`src/hw/contactor_seq_pkg.sv`:
```
// Purpose: Shared constants and types for the contactor and servo sequencer
// Assumes: APB slave with 32-bit data, one aligned word per register
// Notes:   Delay register counts i_clk cycles of 5 ns
package contactor_seq_pkg;
  localparam int          NUM_AXES        = 4;
  localparam int          COORD_AXIS      = 0;
  localparam int          ADDR_W          = 8;
  localparam int          DATA_W          = 32;
  localparam int          DELAY_W         = 16;
  localparam int          IRQ_W           = 3;

  // Register byte offsets
  localparam logic [7:0]  CTRL_OFS        = 8'h00;
  localparam logic [7:0]  STATUS_OFS      = 8'h04;
  localparam logic [7:0]  IRQ_STAT_OFS    = 8'h08;
  localparam logic [7:0]  IRQ_MASK_OFS    = 8'h0C;
  localparam logic [7:0]  DELAY_OFS       = 8'h10;

  // Control fields
  localparam int          CTRL_DRIVE_EN   = 0;
  localparam int          CTRL_READY_ON   = 1;
  localparam int          CTRL_STARTUP    = 2;
  localparam int          CTRL_W          = 3;
  localparam logic [2:0]  CTRL_RESET      = 3'h0;

  // Status fields
  localparam int          STAT_CONTACTOR  = 0;
  localparam int          STAT_EXT_CTRL   = 1;
  localparam int          STAT_BASE_LSB   = 8;
  localparam int          STAT_BRAKE_LSB  = 12;
  localparam int          STAT_POS_LSB    = 16;

  // Interrupt event bits
  localparam int          IRQ_CONT_OPEN   = 0;
  localparam int          IRQ_COORD_OFF   = 1;
  localparam int          IRQ_BASE_OFF    = 2;
  localparam logic [2:0]  IRQ_RESET       = 3'h0;

  localparam logic [15:0] DELAY_RESET     = 16'h0000;
  localparam logic [15:0] DELAY_ONE       = 16'h0001;
  localparam logic [31:0] WORD_ZERO       = 32'h0000_0000;

  typedef enum logic [1:0] {
    AX_OFF  = 2'b00,
    AX_RUN  = 2'b01,
    AX_HOLD = 2'b10
  } axis_state_t;
endpackage

```
`src/hw/contactor_servo_sequencer.sv`:
```
// Purpose: Contactor, brake interlock and base circuit sequencing for several axes
// Assumes: Servo-on inputs synchronous to i_clk; axis COORD_AXIS is the coordinated one
// Notes:   APB registers, zero wait states, level interrupt
//
// Decided for this implementation: the placing of the registers and register access over APB.
`timescale 1ns/1ps
`default_nettype none
module contactor_servo_sequencer (
  // Clock and reset
  input  wire logic                                      i_clk,
  input  wire logic                                      i_rstn,
  // APB slave
  input  wire logic                                      i_psel,
  input  wire logic                                      i_penable,
  input  wire logic                                      i_pwrite,
  input  wire logic [contactor_seq_pkg::ADDR_W-1:0]      i_paddr,
  input  wire logic [contactor_seq_pkg::DATA_W-1:0]      i_pwdata,
  output logic      [contactor_seq_pkg::DATA_W-1:0]      o_prdata,
  output logic                                           o_pready,
  output logic                                           o_pslverr,
  // Controller and drives
  input  wire logic [contactor_seq_pkg::NUM_AXES-1:0]    i_servo_on,
  output logic                                           o_contactor,
  output logic                                           o_ext_ctrl,
  output logic      [contactor_seq_pkg::NUM_AXES-1:0]    o_base_on,
  output logic      [contactor_seq_pkg::NUM_AXES-1:0]    o_brake_release_interlock,
  output logic      [contactor_seq_pkg::NUM_AXES-1:0]    o_pos_cmd_ok,
  // Interrupt
  output logic                                           o_irq
);
  import contactor_seq_pkg::*;

  logic [CTRL_W-1:0]   ctrl_reg;
  logic [CTRL_W-1:0]   ctrl_next;
  logic [IRQ_W-1:0]    irq_stat_reg;
  logic [IRQ_W-1:0]    irq_stat_next;
  logic [IRQ_W-1:0]    irq_mask_reg;
  logic [IRQ_W-1:0]    irq_mask_next;
  logic [DELAY_W-1:0]  delay_reg;
  logic [DELAY_W-1:0]  delay_next;
  logic [DATA_W-1:0]   prdata_reg;
  logic [DATA_W-1:0]   prdata_next;
  logic                contactor_reg;
  logic                contactor_next;
  logic                coord_q_reg;
  logic                coord_q_next;
  logic [NUM_AXES-1:0] servo_eff;
  logic [NUM_AXES-1:0] base_next_w;
  logic [NUM_AXES-1:0] brake_next_w;
  logic [IRQ_W-1:0]    events;
  logic                drive_en;
  logic                ready_on;
  logic                startup_done;
  logic                wr_access;
  logic                mapped;
  logic [DATA_W-1:0]   rd_mux;
  logic [DATA_W-1:0]   status_word;

  assign drive_en     = ctrl_reg[CTRL_DRIVE_EN];
  assign ready_on     = ctrl_reg[CTRL_READY_ON];
  assign startup_done = ctrl_reg[CTRL_STARTUP];
  // Servo-on has no effect before startup
  assign servo_eff    = startup_done ? i_servo_on : '0;

  // APB decode: reads latched in setup, writes land in the access cycle
  always_comb begin
    mapped = (i_paddr == CTRL_OFS) || (i_paddr == STATUS_OFS) ||
             (i_paddr == IRQ_STAT_OFS) || (i_paddr == IRQ_MASK_OFS) ||
             (i_paddr == DELAY_OFS);
    status_word = WORD_ZERO;
    status_word[STAT_CONTACTOR] = contactor_reg;
    status_word[STAT_EXT_CTRL]  = o_ext_ctrl;
    status_word[STAT_BASE_LSB +: NUM_AXES]  = o_base_on;
    status_word[STAT_BRAKE_LSB +: NUM_AXES] = o_brake_release_interlock;
    status_word[STAT_POS_LSB +: NUM_AXES]   = o_pos_cmd_ok;
    rd_mux = WORD_ZERO;
    unique case (i_paddr)
      CTRL_OFS:     rd_mux[CTRL_W-1:0]  = ctrl_reg;
      STATUS_OFS:   rd_mux              = status_word;
      IRQ_STAT_OFS: rd_mux[IRQ_W-1:0]   = irq_stat_reg;
      IRQ_MASK_OFS: rd_mux[IRQ_W-1:0]   = irq_mask_reg;
      DELAY_OFS:    rd_mux[DELAY_W-1:0] = delay_reg;
      default:      rd_mux              = WORD_ZERO;
    endcase
  end

  assign wr_access = i_psel && i_penable && i_pwrite && mapped;
  assign o_pready  = i_psel && i_penable;
  assign o_pslverr = i_psel && i_penable && !mapped;
  assign o_prdata  = prdata_reg;

  always_comb begin
    prdata_next   = prdata_reg;
    ctrl_next     = ctrl_reg;
    irq_mask_next = irq_mask_reg;
    delay_next    = delay_reg;
    if (i_psel && !i_penable && !i_pwrite) begin
      prdata_next = rd_mux;
    end
    if (wr_access && i_paddr == CTRL_OFS) begin
      ctrl_next = i_pwdata[CTRL_W-1:0];
      // Startup completes once; only reset clears it
      ctrl_next[CTRL_STARTUP] = startup_done | i_pwdata[CTRL_STARTUP];
    end
    if (wr_access && i_paddr == IRQ_MASK_OFS) begin
      irq_mask_next = i_pwdata[IRQ_W-1:0];
    end
    if (wr_access && i_paddr == DELAY_OFS) begin
      delay_next = i_pwdata[DELAY_W-1:0];
    end
  end

  // Contactor decision; only the coordinated axis can open it
  always_comb begin
    contactor_next = 1'b0;
    if (drive_en && startup_done) begin
      if (ready_on) begin
        contactor_next = 1'b1;
      end else begin
        contactor_next = servo_eff[COORD_AXIS];
      end
    end
    coord_q_next = servo_eff[COORD_AXIS];
  end

  // Drive disabled hands the contactor to outside alarm logic
  assign o_ext_ctrl  = !drive_en;
  assign o_contactor = contactor_reg;

  // Sticky events, set wins over write-one-clear
  always_comb begin
    events = '0;
    events[IRQ_CONT_OPEN] = contactor_reg && !contactor_next;
    events[IRQ_COORD_OFF] = coord_q_reg && !servo_eff[COORD_AXIS];
    events[IRQ_BASE_OFF]  = |(o_base_on & ~base_next_w);
    irq_stat_next = irq_stat_reg;
    if (wr_access && i_paddr == IRQ_STAT_OFS) begin
      irq_stat_next = irq_stat_reg & ~i_pwdata[IRQ_W-1:0];
    end
    irq_stat_next = irq_stat_next | events;
  end

  assign o_irq = |(irq_stat_reg & irq_mask_reg);

  always_ff @(posedge i_clk) begin
    if (!i_rstn) begin
      ctrl_reg      <= CTRL_RESET;
      irq_stat_reg  <= IRQ_RESET;
      irq_mask_reg  <= IRQ_RESET;
      delay_reg     <= DELAY_RESET;
      prdata_reg    <= WORD_ZERO;
      contactor_reg <= 1'b0;
      coord_q_reg   <= 1'b0;
    end else begin
      ctrl_reg      <= ctrl_next;
      irq_stat_reg  <= irq_stat_next;
      irq_mask_reg  <= irq_mask_next;
      delay_reg     <= delay_next;
      prdata_reg    <= prdata_next;
      contactor_reg <= contactor_next;
      coord_q_reg   <= coord_q_next;
    end
  end

  // Per-axis brake and base sequencing
  genvar k;
  generate
    for (k = 0; k < NUM_AXES; k++) begin : g_axis
      axis_state_t        state_reg;
      axis_state_t        state_next;
      logic [DELAY_W-1:0] cnt_reg;
      logic [DELAY_W-1:0] cnt_next;

      always_comb begin
        state_next = state_reg;
        cnt_next   = cnt_reg;
        unique case (state_reg)
          AX_OFF: begin
            if (servo_eff[k]) begin
              state_next = AX_RUN;
            end
          end
          AX_RUN: begin
            if (!servo_eff[k]) begin
              if (ready_on && delay_reg != DELAY_RESET) begin
                // Brake engages first, base holds torque for the delay
                state_next = AX_HOLD;
                cnt_next   = delay_reg - DELAY_ONE;
              end else begin
                state_next = AX_OFF;
              end
            end
          end
          AX_HOLD: begin
            if (cnt_reg == DELAY_RESET) begin
              state_next = AX_OFF;
            end else begin
              cnt_next = cnt_reg - DELAY_ONE;
            end
          end
          default: begin
            state_next = AX_OFF;
          end
        endcase
      end

      always_ff @(posedge i_clk) begin
        if (!i_rstn) begin
          state_reg <= AX_OFF;
          cnt_reg   <= DELAY_RESET;
        end else begin
          state_reg <= state_next;
          cnt_reg   <= cnt_next;
        end
      end

      assign base_next_w[k]  = (state_next != AX_OFF);
      assign brake_next_w[k] = (state_next == AX_RUN);
      assign o_base_on[k]    = (state_reg != AX_OFF);
      // High level releases the brake
      assign o_brake_release_interlock[k] = (state_reg == AX_RUN);
      // Position commands only once brake is released
      assign o_pos_cmd_ok[k] = (state_reg == AX_RUN);

    end
  endgenerate
endmodule // contactor_servo_sequencer
`default_nettype wire

```
`config.mk`:
```
export PLATFORM = sky130hd
export DESIGN_NAME = contactor_servo_sequencer
export DESIGN_NICKNAME = d
export VERILOG_FILES = /design/src/hw/contactor_seq_pkg.sv /design/src/hw/contactor_servo_sequencer.sv
export SDC_FILE = /design/constraint.sdc
export NUM_CORES = 1
export LEC_CHECK = 0
export BUFFER_PORTS_ARGS = -buffer_cell sky130_fd_sc_hd__buf_2
export CAP_MARGIN = 20
export CORE_ASPECT_RATIO = 1.25
export CORE_UTILIZATION = 40
export CTS_CLUSTER_SIZE = 25
export DETAILED_ROUTE_END_ITERATION = 16
export PLACE_DENSITY = 0.65
export SLEW_MARGIN = 20
export SYNTH_ARGS = -nofsm -noshare
export SYNTH_HDL_FRONTEND = slang
export SYNTH_SLANG_ARGS = --single-unit
```
`constraint.sdc`:
```
create_clock -name i_clk -period 2.1 [get_ports i_clk]
set_input_delay 0.42 -clock i_clk [delete_from_list [all_inputs] [get_ports i_clk]]
set_output_delay 0.42 -clock i_clk [all_outputs]
set_load 0.03 [all_outputs]
```
==> results of run 1 <==
-- critical path, stage by stage --
cell	delay [ns]
buf_2	0.09
nor2_1	0.20
nor4b_1	0.26
and3_1	0.37
nor3b_4	0.09
buf_2	0.19
-- cells in the final DEF (no fill, tap or decap), drive strengths merged, types with 6 or more instances in the layout --
master and n:
o22ai 11, xor2 9, or2 6, and2 8
conb 12, nor3b 10, nand2b 8, xnor2 7
a221oi 8, nor4 17, nand3 30, buf 171
o21ai 78, mux2i 23, nor2 114, o211ai 18
o21a 6, a21oi 90, nand2 96, clkbuf 20
nor3 33, nor2b 11, a31oi 7, ha 6
dfxtp 119, inv 21, and3 8
-- routing by layer --
| layer | up-vias | wire length (µm) | track usage [%] | part of all wire, % |
|---|---|---|---|---|
| met3 | 46 | 1557 | 6.135 | 7.1 |
| met1 | 3336 | 8626 | 28.90 | 39 |
| li1 | 3425 | - | - | - |
| met5 | - | 0 | 0 | 0 |
| met4 | 0 | 879 | 12.72 | 4.0 |
| met2 | 275 | 10780 | 43.45 | 49 |
-- cell type report --
class,count,share of cell area (%)
flip-flops and latches,119,27.55
inverters,21,0.9117
clock inverters,12,1.766
clock buffers,20,5.166
well taps,220,3.184
diodes,1,0.02894
repair buffers,171,13.29
multi-input cells,685,48.10
-- cell families (layout without fill, tap and decap cells) --
family                     count (synthesis)  count (layout)
muxes                                     25              25
AOI/OAI and AO/OA                        254             256
DFF                                      119             119
buffers and inverters                     94             224
adders and majority gates                  6               6
and+or+nand+nor                          370             370
other                                      1              13
xor gates and xnor gates                  16              16
-- per-stage QoR --
step | instances | power, µW | utilization (%)
global placement | 1213 | 2533 | 47.23
floorplan | 896 | 2469 | -
CTS | 1245 | 5504 | 50.80
detailed placement | 1213 | 2534 | 47.23
finish | 1249 | 5473 | 51.53
global route | 1248 | 5631 | 51.52
-- report_power, final --
part | leakage (µW) | internal, µW | total, µW | switching (µW)
Clock | 0.000282 | 1890 | 2990 | 1100
Combinational | 0.00224 | 62.5 | 214 | 151
Sequential | 0.000959 | 2270 | 2270 | 5.09
Total | 0.00348 | 4220 | 5470 | 1250
-- worst min-delay path by stage --
| stage | slack, ns | to | startpoint | cells after the start |
|---|---|---|---|---|
| final | 0.23 | delay_reg[4] | i_pwdata[4] | 3 |
| after global routing | 0.23 | delay_reg[4] | i_pwdata[4] | 3 |
| after global placement | 0.44 | o_prdata[7] | o_prdata[7] | 2 |
| after floorplan | 0.42 | g_axis[2].cnt_reg[10] | g_axis[2].cnt_reg[10] | 2 |
| after CTS | 0.22 | delay_reg[7] | i_pwdata[7] | 3 |
| after detailed placement | 0.44 | o_prdata[6] | o_prdata[6] | 2 |
-- timing repair --
item / 4_1_cts / 5_1_grt
setup endpoints to repair: 0 / 53
gates resized for setup: 0 / 18
buffers inserted: 0 / 1
==> reports/metrics.cfg, run 1 <==
[power_and_ir_drop]
ir_worst_vdd_v=0.0005318
powerDensity_nw_per_um2=633.0
p_leak_uw=0.003485

[grt]
track_usage_pct=25.17
grt_first_pass_wirelength_um=34310
grt_pass1_vias=6643
grt_antenna_before_repair=2
overflow=0
grt_max_degree=45

[floorplanning]
core_area_um2=16780
initial_core_util_pct=40.72
dieArea_um2=17610
die_h_um=148.1
die-width_um=118.9
io_pins=98
rows=53

[drt]
ant_nets=0
drc=0
drt_iter0_drc=335
dr.pass1.iters=5
vias=7082
routed_wl_um=21850
avgRoutedWirePerCell_um=17.49
vias_per_cell=5.670

[place]
hpwl_um=15200
place_congestion=0.8926
port-buffer-count=69
place_area_um2=7924
pre_cts_ws_ns=-0.01799

[sta]
setup_slack_ns=0.06312
tightest_slew_ns=0.7090
drv_slew=0
setup_tns_ns=0
clock.fmax_ghz=0.4909
period_needed_ns=2.037
fin_crit_sh_pct=96.99
hold-worst-slack_ns=0.2284
setup_viol=0
max_slew_margin_pct=52.73
finalHoldViolCount=0
rsz0062_at_grt=true
clock_skew_ns=0.007759

[setup_path]
rr_endpoint=g_axis[3].cnt_reg[10]
cp_data_required_time_ns=1.68
crit_path_end=o_pslverr
r2r_cells=8
cp-start-kind=primary input
worstPathArrival_ns=1.62
path_class=in2out
end_kind=output pin
cp-startpoint=i_paddr[1]
crit_fanout=5
r2r-start=delay_reg[4]
r2r_slack_ns=0.09

[yosys]
syn_inst=885
syn_area_um2=6832
synth.avg_cell_area_um2=7.719
yosysTopAreaCellShare_pct=34.87
yosysUniqueCellTypes=75
synth_compound_area_share_pct=24.41
ys_warn_count=0
synth_most_common_cell=dfxtp_1
synth-main-ff-cell=dfxtp_1
ys_async_sr_fraction_pct=0
synth_area_leaders=dfxtp_1 (35%), nor2_1 (6.3%), a21oi_1 (6.0%), nand2_1 (5.2%), mux2i_1 (3.4%)
synth_top_family_by_area=simple AND/OR/NAND/NOR gates
synth-edff-count=0
synth.largest_area_cell=dfxtp_1
synth_xor_area_share_pct=2.051
synth_mux_area_share_pct=4.029
yosys-top-cells-count=dfxtp_1 (119), nor2_1 (114), nand2_1 (95), a21oi_1 (82), clkbuf_1 (44)
synthAdderAreaFrac_pct=1.099
seq_area_frac_synth_pct=34.87
ys_ff_latch=119
yosys.area_share.simple_pct=26.68

[run]
maxCapViolCount=0

[outcome]
outcome=finished clean

[clocking]
cts.sinks=119
insertion_delay_ns=0.42
cts-root-buf=clkbuf_16
cts.clk_slew.worst_paths_ns=0.06
holdBufCountCts=0
cts_tree=built
cts_htree_levels=4
cts_buffer_depth=2
cts_buffers=17

[final_layout]
fin_area_um2=8646
drive_above_1_share_pct=25.68
nets=1070
fillCellCount=1579
final-seq-area_um2=2382
largest_reg_flops=64
multi_input_area_um2=4159
area_growth_pct=26.56

[min_path]
min_path_type=in2reg

(Power assumes the default switching activity.)
==> run 2: changes to the inputs <==
--- a/config.mk
+++ b/config.mk
@@ -12,6 +12,7 @@
 export CTS_CLUSTER_SIZE = 25
 export DETAILED_ROUTE_END_ITERATION = 16
 export PLACE_DENSITY = 0.65
+export RECOVER_POWER = 25
 export SLEW_MARGIN = 20
 export SYNTH_ARGS = -nofsm -noshare
 export SYNTH_HDL_FRONTEND = slang
==> run 2 against run 1 <==
Sequential share of layout area is 0.10 points higher. Flip-flop and latch count stayed put. Global-route usage is the same. First-iteration DRC count down 8.7%. Cell area is 0.38% lower. Combinational power down 2%. Setup slack gained 0.023 ns. Non-clock buffer count did not move.
==> reports/metrics.cfg, run 2 (same netlist as run 1, synthesis figures left out) <==
[outcome]
outcome=finished clean

[final_layout]
final-seq-area_um2=2382  ; unchanged
multi_input_area_um2=4159  ; unchanged
final_cell_mix=dfxtp_1 (119), nor2_1 (114), buf_4 (97)
nets=1070  ; unchanged
area_growth_pct=26.08
instances_no_fill=1250  ; +0.080%
fillCellCount=1596  ; +1.1%
largest_reg_flops=64  ; unchanged
layout_commonest_cell=dfxtp_1
drive_above_1_share_pct=23.35  ; -2.3 points
utilization_pct=51.34  ; -0.19 points

[floorplanning]
die_h_um=148.1  ; unchanged
die-width_um=118.9  ; unchanged
rows=53  ; unchanged
core_area_um2=16780  ; unchanged
io_pins=98  ; unchanged
initial_core_util_pct=40.72  ; unchanged
dieArea_um2=17610  ; unchanged

[power_and_ir_drop]
internal_power_uw=4218  ; about the same
ir_worst_vdd_v=0.0005303  ; -0.29%
p_leak_uw=0.003383  ; -2.9%
p_total_uw=5467  ; -0.12%
share_comb_of_total_power_pct=3.8  ; about the same
p_clk_share_pct=54.6  ; about the same
power_frac_seq_pct=41.6  ; about the same
p_switching_uw=1249  ; -0.26%
powerDensity_nw_per_um2=634.7  ; +0.26%
swShare_pct=22.84  ; -0.033 points

[run]
maxCapViolCount=0  ; unchanged

[setup_path]
worstPathArrival_ns=2.36  ; +0.74 ns
end_kind=flip-flop
path_class=reg2reg
crit_fanout=14  ; +9
cp_data_required_time_ns=2.44  ; +0.76 ns
cp-start-kind=flip-flop

[place]
port-buffer-count=69  ; unchanged
hpwl_um=15200  ; unchanged
place_congestion=0.8926  ; unchanged
dp_cells=1213  ; unchanged

[clocking]
cts_buffer_depth=2  ; unchanged
cts_tree=built
cts-root-buf=clkbuf_16
cts_htree_levels=4  ; unchanged
cts.clk_slew.worst_paths_ns=0.06  ; about the same
insertion_delay_ns=0.42  ; about the same
cts_buffers=17  ; unchanged
cts.sinks=119  ; unchanged

[sta]
hold-worst-slack_ns=0.2297  ; +0.001263 ns
rsz0062_at_grt=true
period_needed_ns=2.014  ; -0.02277 ns
fin_crit_sh_pct=95.91  ; -1.1 points
clock.fmax_ghz=0.4965  ; +1.1%
finalHoldViolCount=0  ; unchanged
tightest_slew_ns=0.7114  ; +0.002378 ns
drv_slew=0  ; unchanged
max_slew_margin_pct=52.58  ; -0.16 points
clock_skew_ns=0.007622  ; -0.0001371 ns
setup_viol=0  ; unchanged

[min_path]
min_path_type=in2reg

[drt]
vias=7090  ; +0.11%
drt_iter0_drc=306  ; -8.7%
avgRoutedWirePerCell_um=17.37  ; -0.66%
dr.pass1.iters=5  ; unchanged
met3WireLength_um=1420  ; -8.8%
vias_per_cell=5.672  ; about the same
ant_nets=0  ; unchanged
dr_wl_met2_um=10770  ; -0.14%
drt-met1-wl_um=8647  ; +0.24%
drc=0  ; unchanged
routed_wl_um=21720  ; -0.58%
routed.top_layer=met4

[grt]
grt_first_pass_wirelength_um=34310  ; unchanged
track_usage_pct=25.17  ; unchanged
grt_pass1_vias=6643  ; unchanged
grt_max_degree=45  ; unchanged
grt_antenna_before_repair=2  ; unchanged
overflow=0  ; unchanged

## run 2: final cells by class
type,instances,share of cell area [%]
Antenna cell,2,0.05811
Clock inverter,12,1.772
Multi-Input combinational cell,685,48.29
Tap cell,220,3.196
Clock buffer,20,5.186
Inverter,21,0.9152
Timing Repair Buffer,171,12.93
Sequential cell,119,27.66
## run 2: layer usage
| metal | up-vias | global-route usage, % |
|---|---|---|
| li1 | 3431 | - |
| met1 | 3353 | 28.90 |
| met2 | 261 | 43.45 |
| met3 | 45 | 6.135 |
| met4 | 0 | 12.72 |
| met5 | - | 0 |
## run 2: metrics by stage
| step | area, µm² | setup TNS (ns) | setup WS (ns) |
|---|---|---|---|
| 2_1_floorplan | 6893 | -0.03154 | -0.01154 |
| 3_3_place_gp | 7924 | 0 | 0.04237 |
| 3_5_place_dp | 7924 | -0.06519 | -0.01799 |
| 6_report | 8613 | 0 | 0.08589 |
| 5_1_grt | 8608 | -0.09774 | -0.02560 |
| 4_1_cts | 8523 | 0 | 0.001719 |
## run 2: path summary, 6_finish.rpt
| kind | cells after the start | start | end | slack [ns] |
|---|---|---|---|---|
| worst min register to register | 2 | g_axis[2].cnt_reg[10] | g_axis[2].cnt_reg[10] | 0.45 |
| worst max-delay path | 8 | delay_reg[4] | g_axis[3].cnt_reg[10] | 0.09 |
| worst max register to register | 8 | delay_reg[4] | g_axis[3].cnt_reg[10] | 0.09 |
| worst min-delay path | 3 | i_pwdata[4] | delay_reg[4] | 0.23 |
## run 2: repair_timing
action / 4_1_cts / 5_1_grt
resized for setup: 0 / 18
setup buffers: 0 / 1
endpoints found under the setup margin: 0 / 53
hold buffers: 0 / 0
## run 2: power by group through the flow
stage               registers [µW]  logic, µW  clock network, µW
floorplan                     2340        127                  0
finish                        2270        210               2980
detailed placement            2320        212                  0
global route                  2270        226               3130
CTS                           2270        213               3020
global placement              2320        212                  0
## run 2: worst max-delay path: stages (launching register included)
cell and delay, ns:
dfxtp_1 0.33, nor4_4 0.28, buf_4 0.16, nand4b_4 0.15, o31ai_4 0.25, buf_12 0.19, o22a_4 0.28, o21ai_1 0.11
o22ai_1 0.17
==> run 3: changes to the inputs <==
==> constraint.sdc (replaced) <==
create_clock -name i_clk -period 1.75 [get_ports i_clk]
set_input_delay 0.35 -clock i_clk [delete_from_list [all_inputs] [get_ports i_clk]]
set_output_delay 0.35 -clock i_clk [all_outputs]
set_load 0.03 [all_outputs]
==> run 3 against run 2 <==
The run now ends with DRC, setup timing left. Die area unchanged. Clock skew increased by 0.0046 ns. First-iteration DRC count is 59% higher. Critical path depth rose by 1. Flip-flop and latch count did not move. Total power up 20%. Count of clock-buffer cells in the layout is the same. Clock power up 20%. Worst hold slack worse by 0.066 ns. Cell area up 15%. Highest routed layer unchanged.
==> reports/metrics.cfg, run 3 (same netlist as run 1, synthesis figures left out) <==
[setup_path]
cp-startpoint=delay_reg[5]
cpMostUsedCell=buf_4
end_kind=flip-flop
cp_slowest_cell=dfxtp_2
max_stage_delay_ns=0.33  ; about the same
r2r_cells=9  ; +1
worstPathArrival_ns=2.37  ; about the same
r2r-start=delay_reg[5]
cp_cell_sequence=nor4_4 -> buf_4 -> nand4b_4 -> o31ai_4 -> buf_12 -> buf_4 -> o21ai_4 -> a21bo_1 -> a21oi_1
cp-start-kind=flip-flop
cp_data_required_time_ns=2.10  ; -0.34 ns
r2r_slack_ns=-0.27  ; -0.36 ns
crit_fanout=13  ; -1
path_class=reg2reg

[sta]
finalHoldViolCount=0  ; unchanged
period_needed_ns=2.020  ; +0.005718 ns
drv_slew=0  ; unchanged
rsz0062_at_grt=true
clock.fmax_ghz=0.4951  ; -0.28%
max_slew_margin_pct=62.85  ; +10 points
tightest_slew_ns=0.5522  ; -0.1591 ns
hold-worst-slack_ns=0.1633  ; -0.06644 ns
setup_viol=70  ; +70
setup_slack_ns=-0.2698  ; -0.3557 ns
setup_tns_ns=-13.64  ; -13.64 ns
fin_crit_sh_pct=115.4  ; +20 points
clock_skew_ns=0.01227  ; +0.004645 ns

[power_and_ir_drop]
power_frac_seq_pct=41.5  ; about the same
p_clk_share_pct=54.3  ; -0.3 points
p_switching_uw=1572  ; +26%
p_leak_uw=0.004114  ; +22%
share_comb_of_total_power_pct=4.2  ; +0.4 points
swShare_pct=23.92  ; +1.1 points
internal_power_uw=5000  ; +19%
powerDensity_nw_per_um2=665.1  ; +4.8%
ir_worst_vdd_v=0.0005553  ; +4.7%

[min_path]
min_from=i_pwdata[4]
min_path_type=in2reg
min_path_cells=3  ; unchanged

[clocking]
cts_tree=built
insertion_delay_ns=0.42  ; about the same
cts-root-buf=clkbuf_16
cts.clk_slew.worst_paths_ns=0.06  ; about the same
cts_buffer_depth=2  ; unchanged
cts.sinks=119  ; unchanged
cts_buffers=17  ; unchanged
cts_htree_levels=4  ; unchanged

[final_layout]
largest_reg_flops=64  ; unchanged
nets=1179  ; +10%
final_cell_mix=buf_4 (189), nor2_1 (113), dfxtp_1 (110)
antenna_cells=0  ; -2
area_growth_pct=44.63
layout_commonest_cell=buf_4
drive_above_1_share_pct=37.29  ; +14 points
utilization_pct=58.89  ; +7.6 points

[place]
place_congestion=0.8921  ; about the same
port-buffer-count=69  ; unchanged
hpwl_um=16440  ; +8.1%

[drt]
vias_per_cell=5.687  ; +0.26%
ant_nets=0  ; unchanged
dr.pass1.iters=10  ; +5
vias=7717  ; +8.8%
routed_wl_um=24500  ; +13%
drt_iter0_drc=488  ; +59%
drc=2  ; +2
avgRoutedWirePerCell_um=18.06  ; +3.9%

[grt]
grtUsageMet1_pct=31.55  ; +2.6 points
grt_pass1_vias=7473  ; +12%
top_usage_layer=met2
overflow=0  ; unchanged
met2_usage_pct=47.63  ; +4.2 points
grt_antenna_before_repair=0  ; -2
track_usage_pct=27.92  ; +2.7 points
grt_use_met3_pct=5.828  ; -0.31 points
grt_max_degree=60  ; +33%
grt_first_pass_wirelength_um=38230  ; +11%

[outcome]
outcome=finished with violations
violations=DRC, setup timing

[floorplanning]
die-width_um=118.9  ; unchanged
die_h_um=148.1  ; unchanged
rows=53  ; unchanged
dieArea_um2=17610  ; unchanged
initial_core_util_pct=40.72  ; unchanged
io_pins=98  ; unchanged
core_area_um2=16780  ; unchanged

[run]
maxCapViolCount=0  ; unchanged

run 3: cell type report:
class	count	area, µm²
Fill cell	1466	6897
Multi-Input combinational cell	688	4444
Sequential cell	119	2394
Timing Repair Buffer	277	2086
Clock buffer	20	456.7
Tap cell	220	275.3
Clock inverter	12	143.9
Inverter	21	81.33
run 3: worst max-delay path: cells and delay by family (launching register included):
kind / cells / cell delay (ns)
AOI/OAI and AO/OA: 4 / 0.69
buffers and inverters: 3 / 0.49
DFF: 1 / 0.33
and+or+nand+nor: 2 / 0.44
run 3: routing by layer:
metal	wire length (µm)	part of all wire, %	vias up
li1	-	-	3657
met1	9356	38	3618
met2	12190	50	364
met3	1609	6.6	78
met4	1344	5.5	0
met5	0	0	-
run 3: metrics by stage:
step / instances / setup WS (ns) / area, µm² / total power, µW
after floorplan: 896 / -0.3573 / 6967 / 2962
after global placement: 1299 / -0.2279 / 8701 / 3052
after detailed placement: 1299 / -0.2595 / 8701 / 3055
after CTS: 1346 / -0.2175 / 9684 / 6586
after global routing: 1357 / -0.3451 / 9881 / 6765
final: 1357 / -0.2698 / 9881 / 6572
run 3: repair_timing:
item | 4_1_cts | 5_1_grt
gates resized for setup | 67 | 46
hold endpoints to repair | 0 | 0
setup buffers | 12 | 12
pin swaps | 32 | 13
cloned | 4 | 1
setup endpoints to repair | 72 | 80
hold buffers | 0 | 0
run 3: final timing paths:
check,end
max,g_axis[0].cnt_reg[12]
min,delay_reg[4]
max reg2reg,g_axis[0].cnt_reg[12]
min reg2reg,g_axis[3].cnt_reg[6]
run 3: power groups by stage:
stage / sequential (µW) / clock [µW] / combinational (µW)
detailed placement: 2790 / 0 / 268
global placement: 2790 / 0 / 265
finish: 2730 / 3570 / 278
CTS: 2730 / 3590 / 271
floorplan: 2810 / 0 / 152
global route: 2730 / 3740 / 295
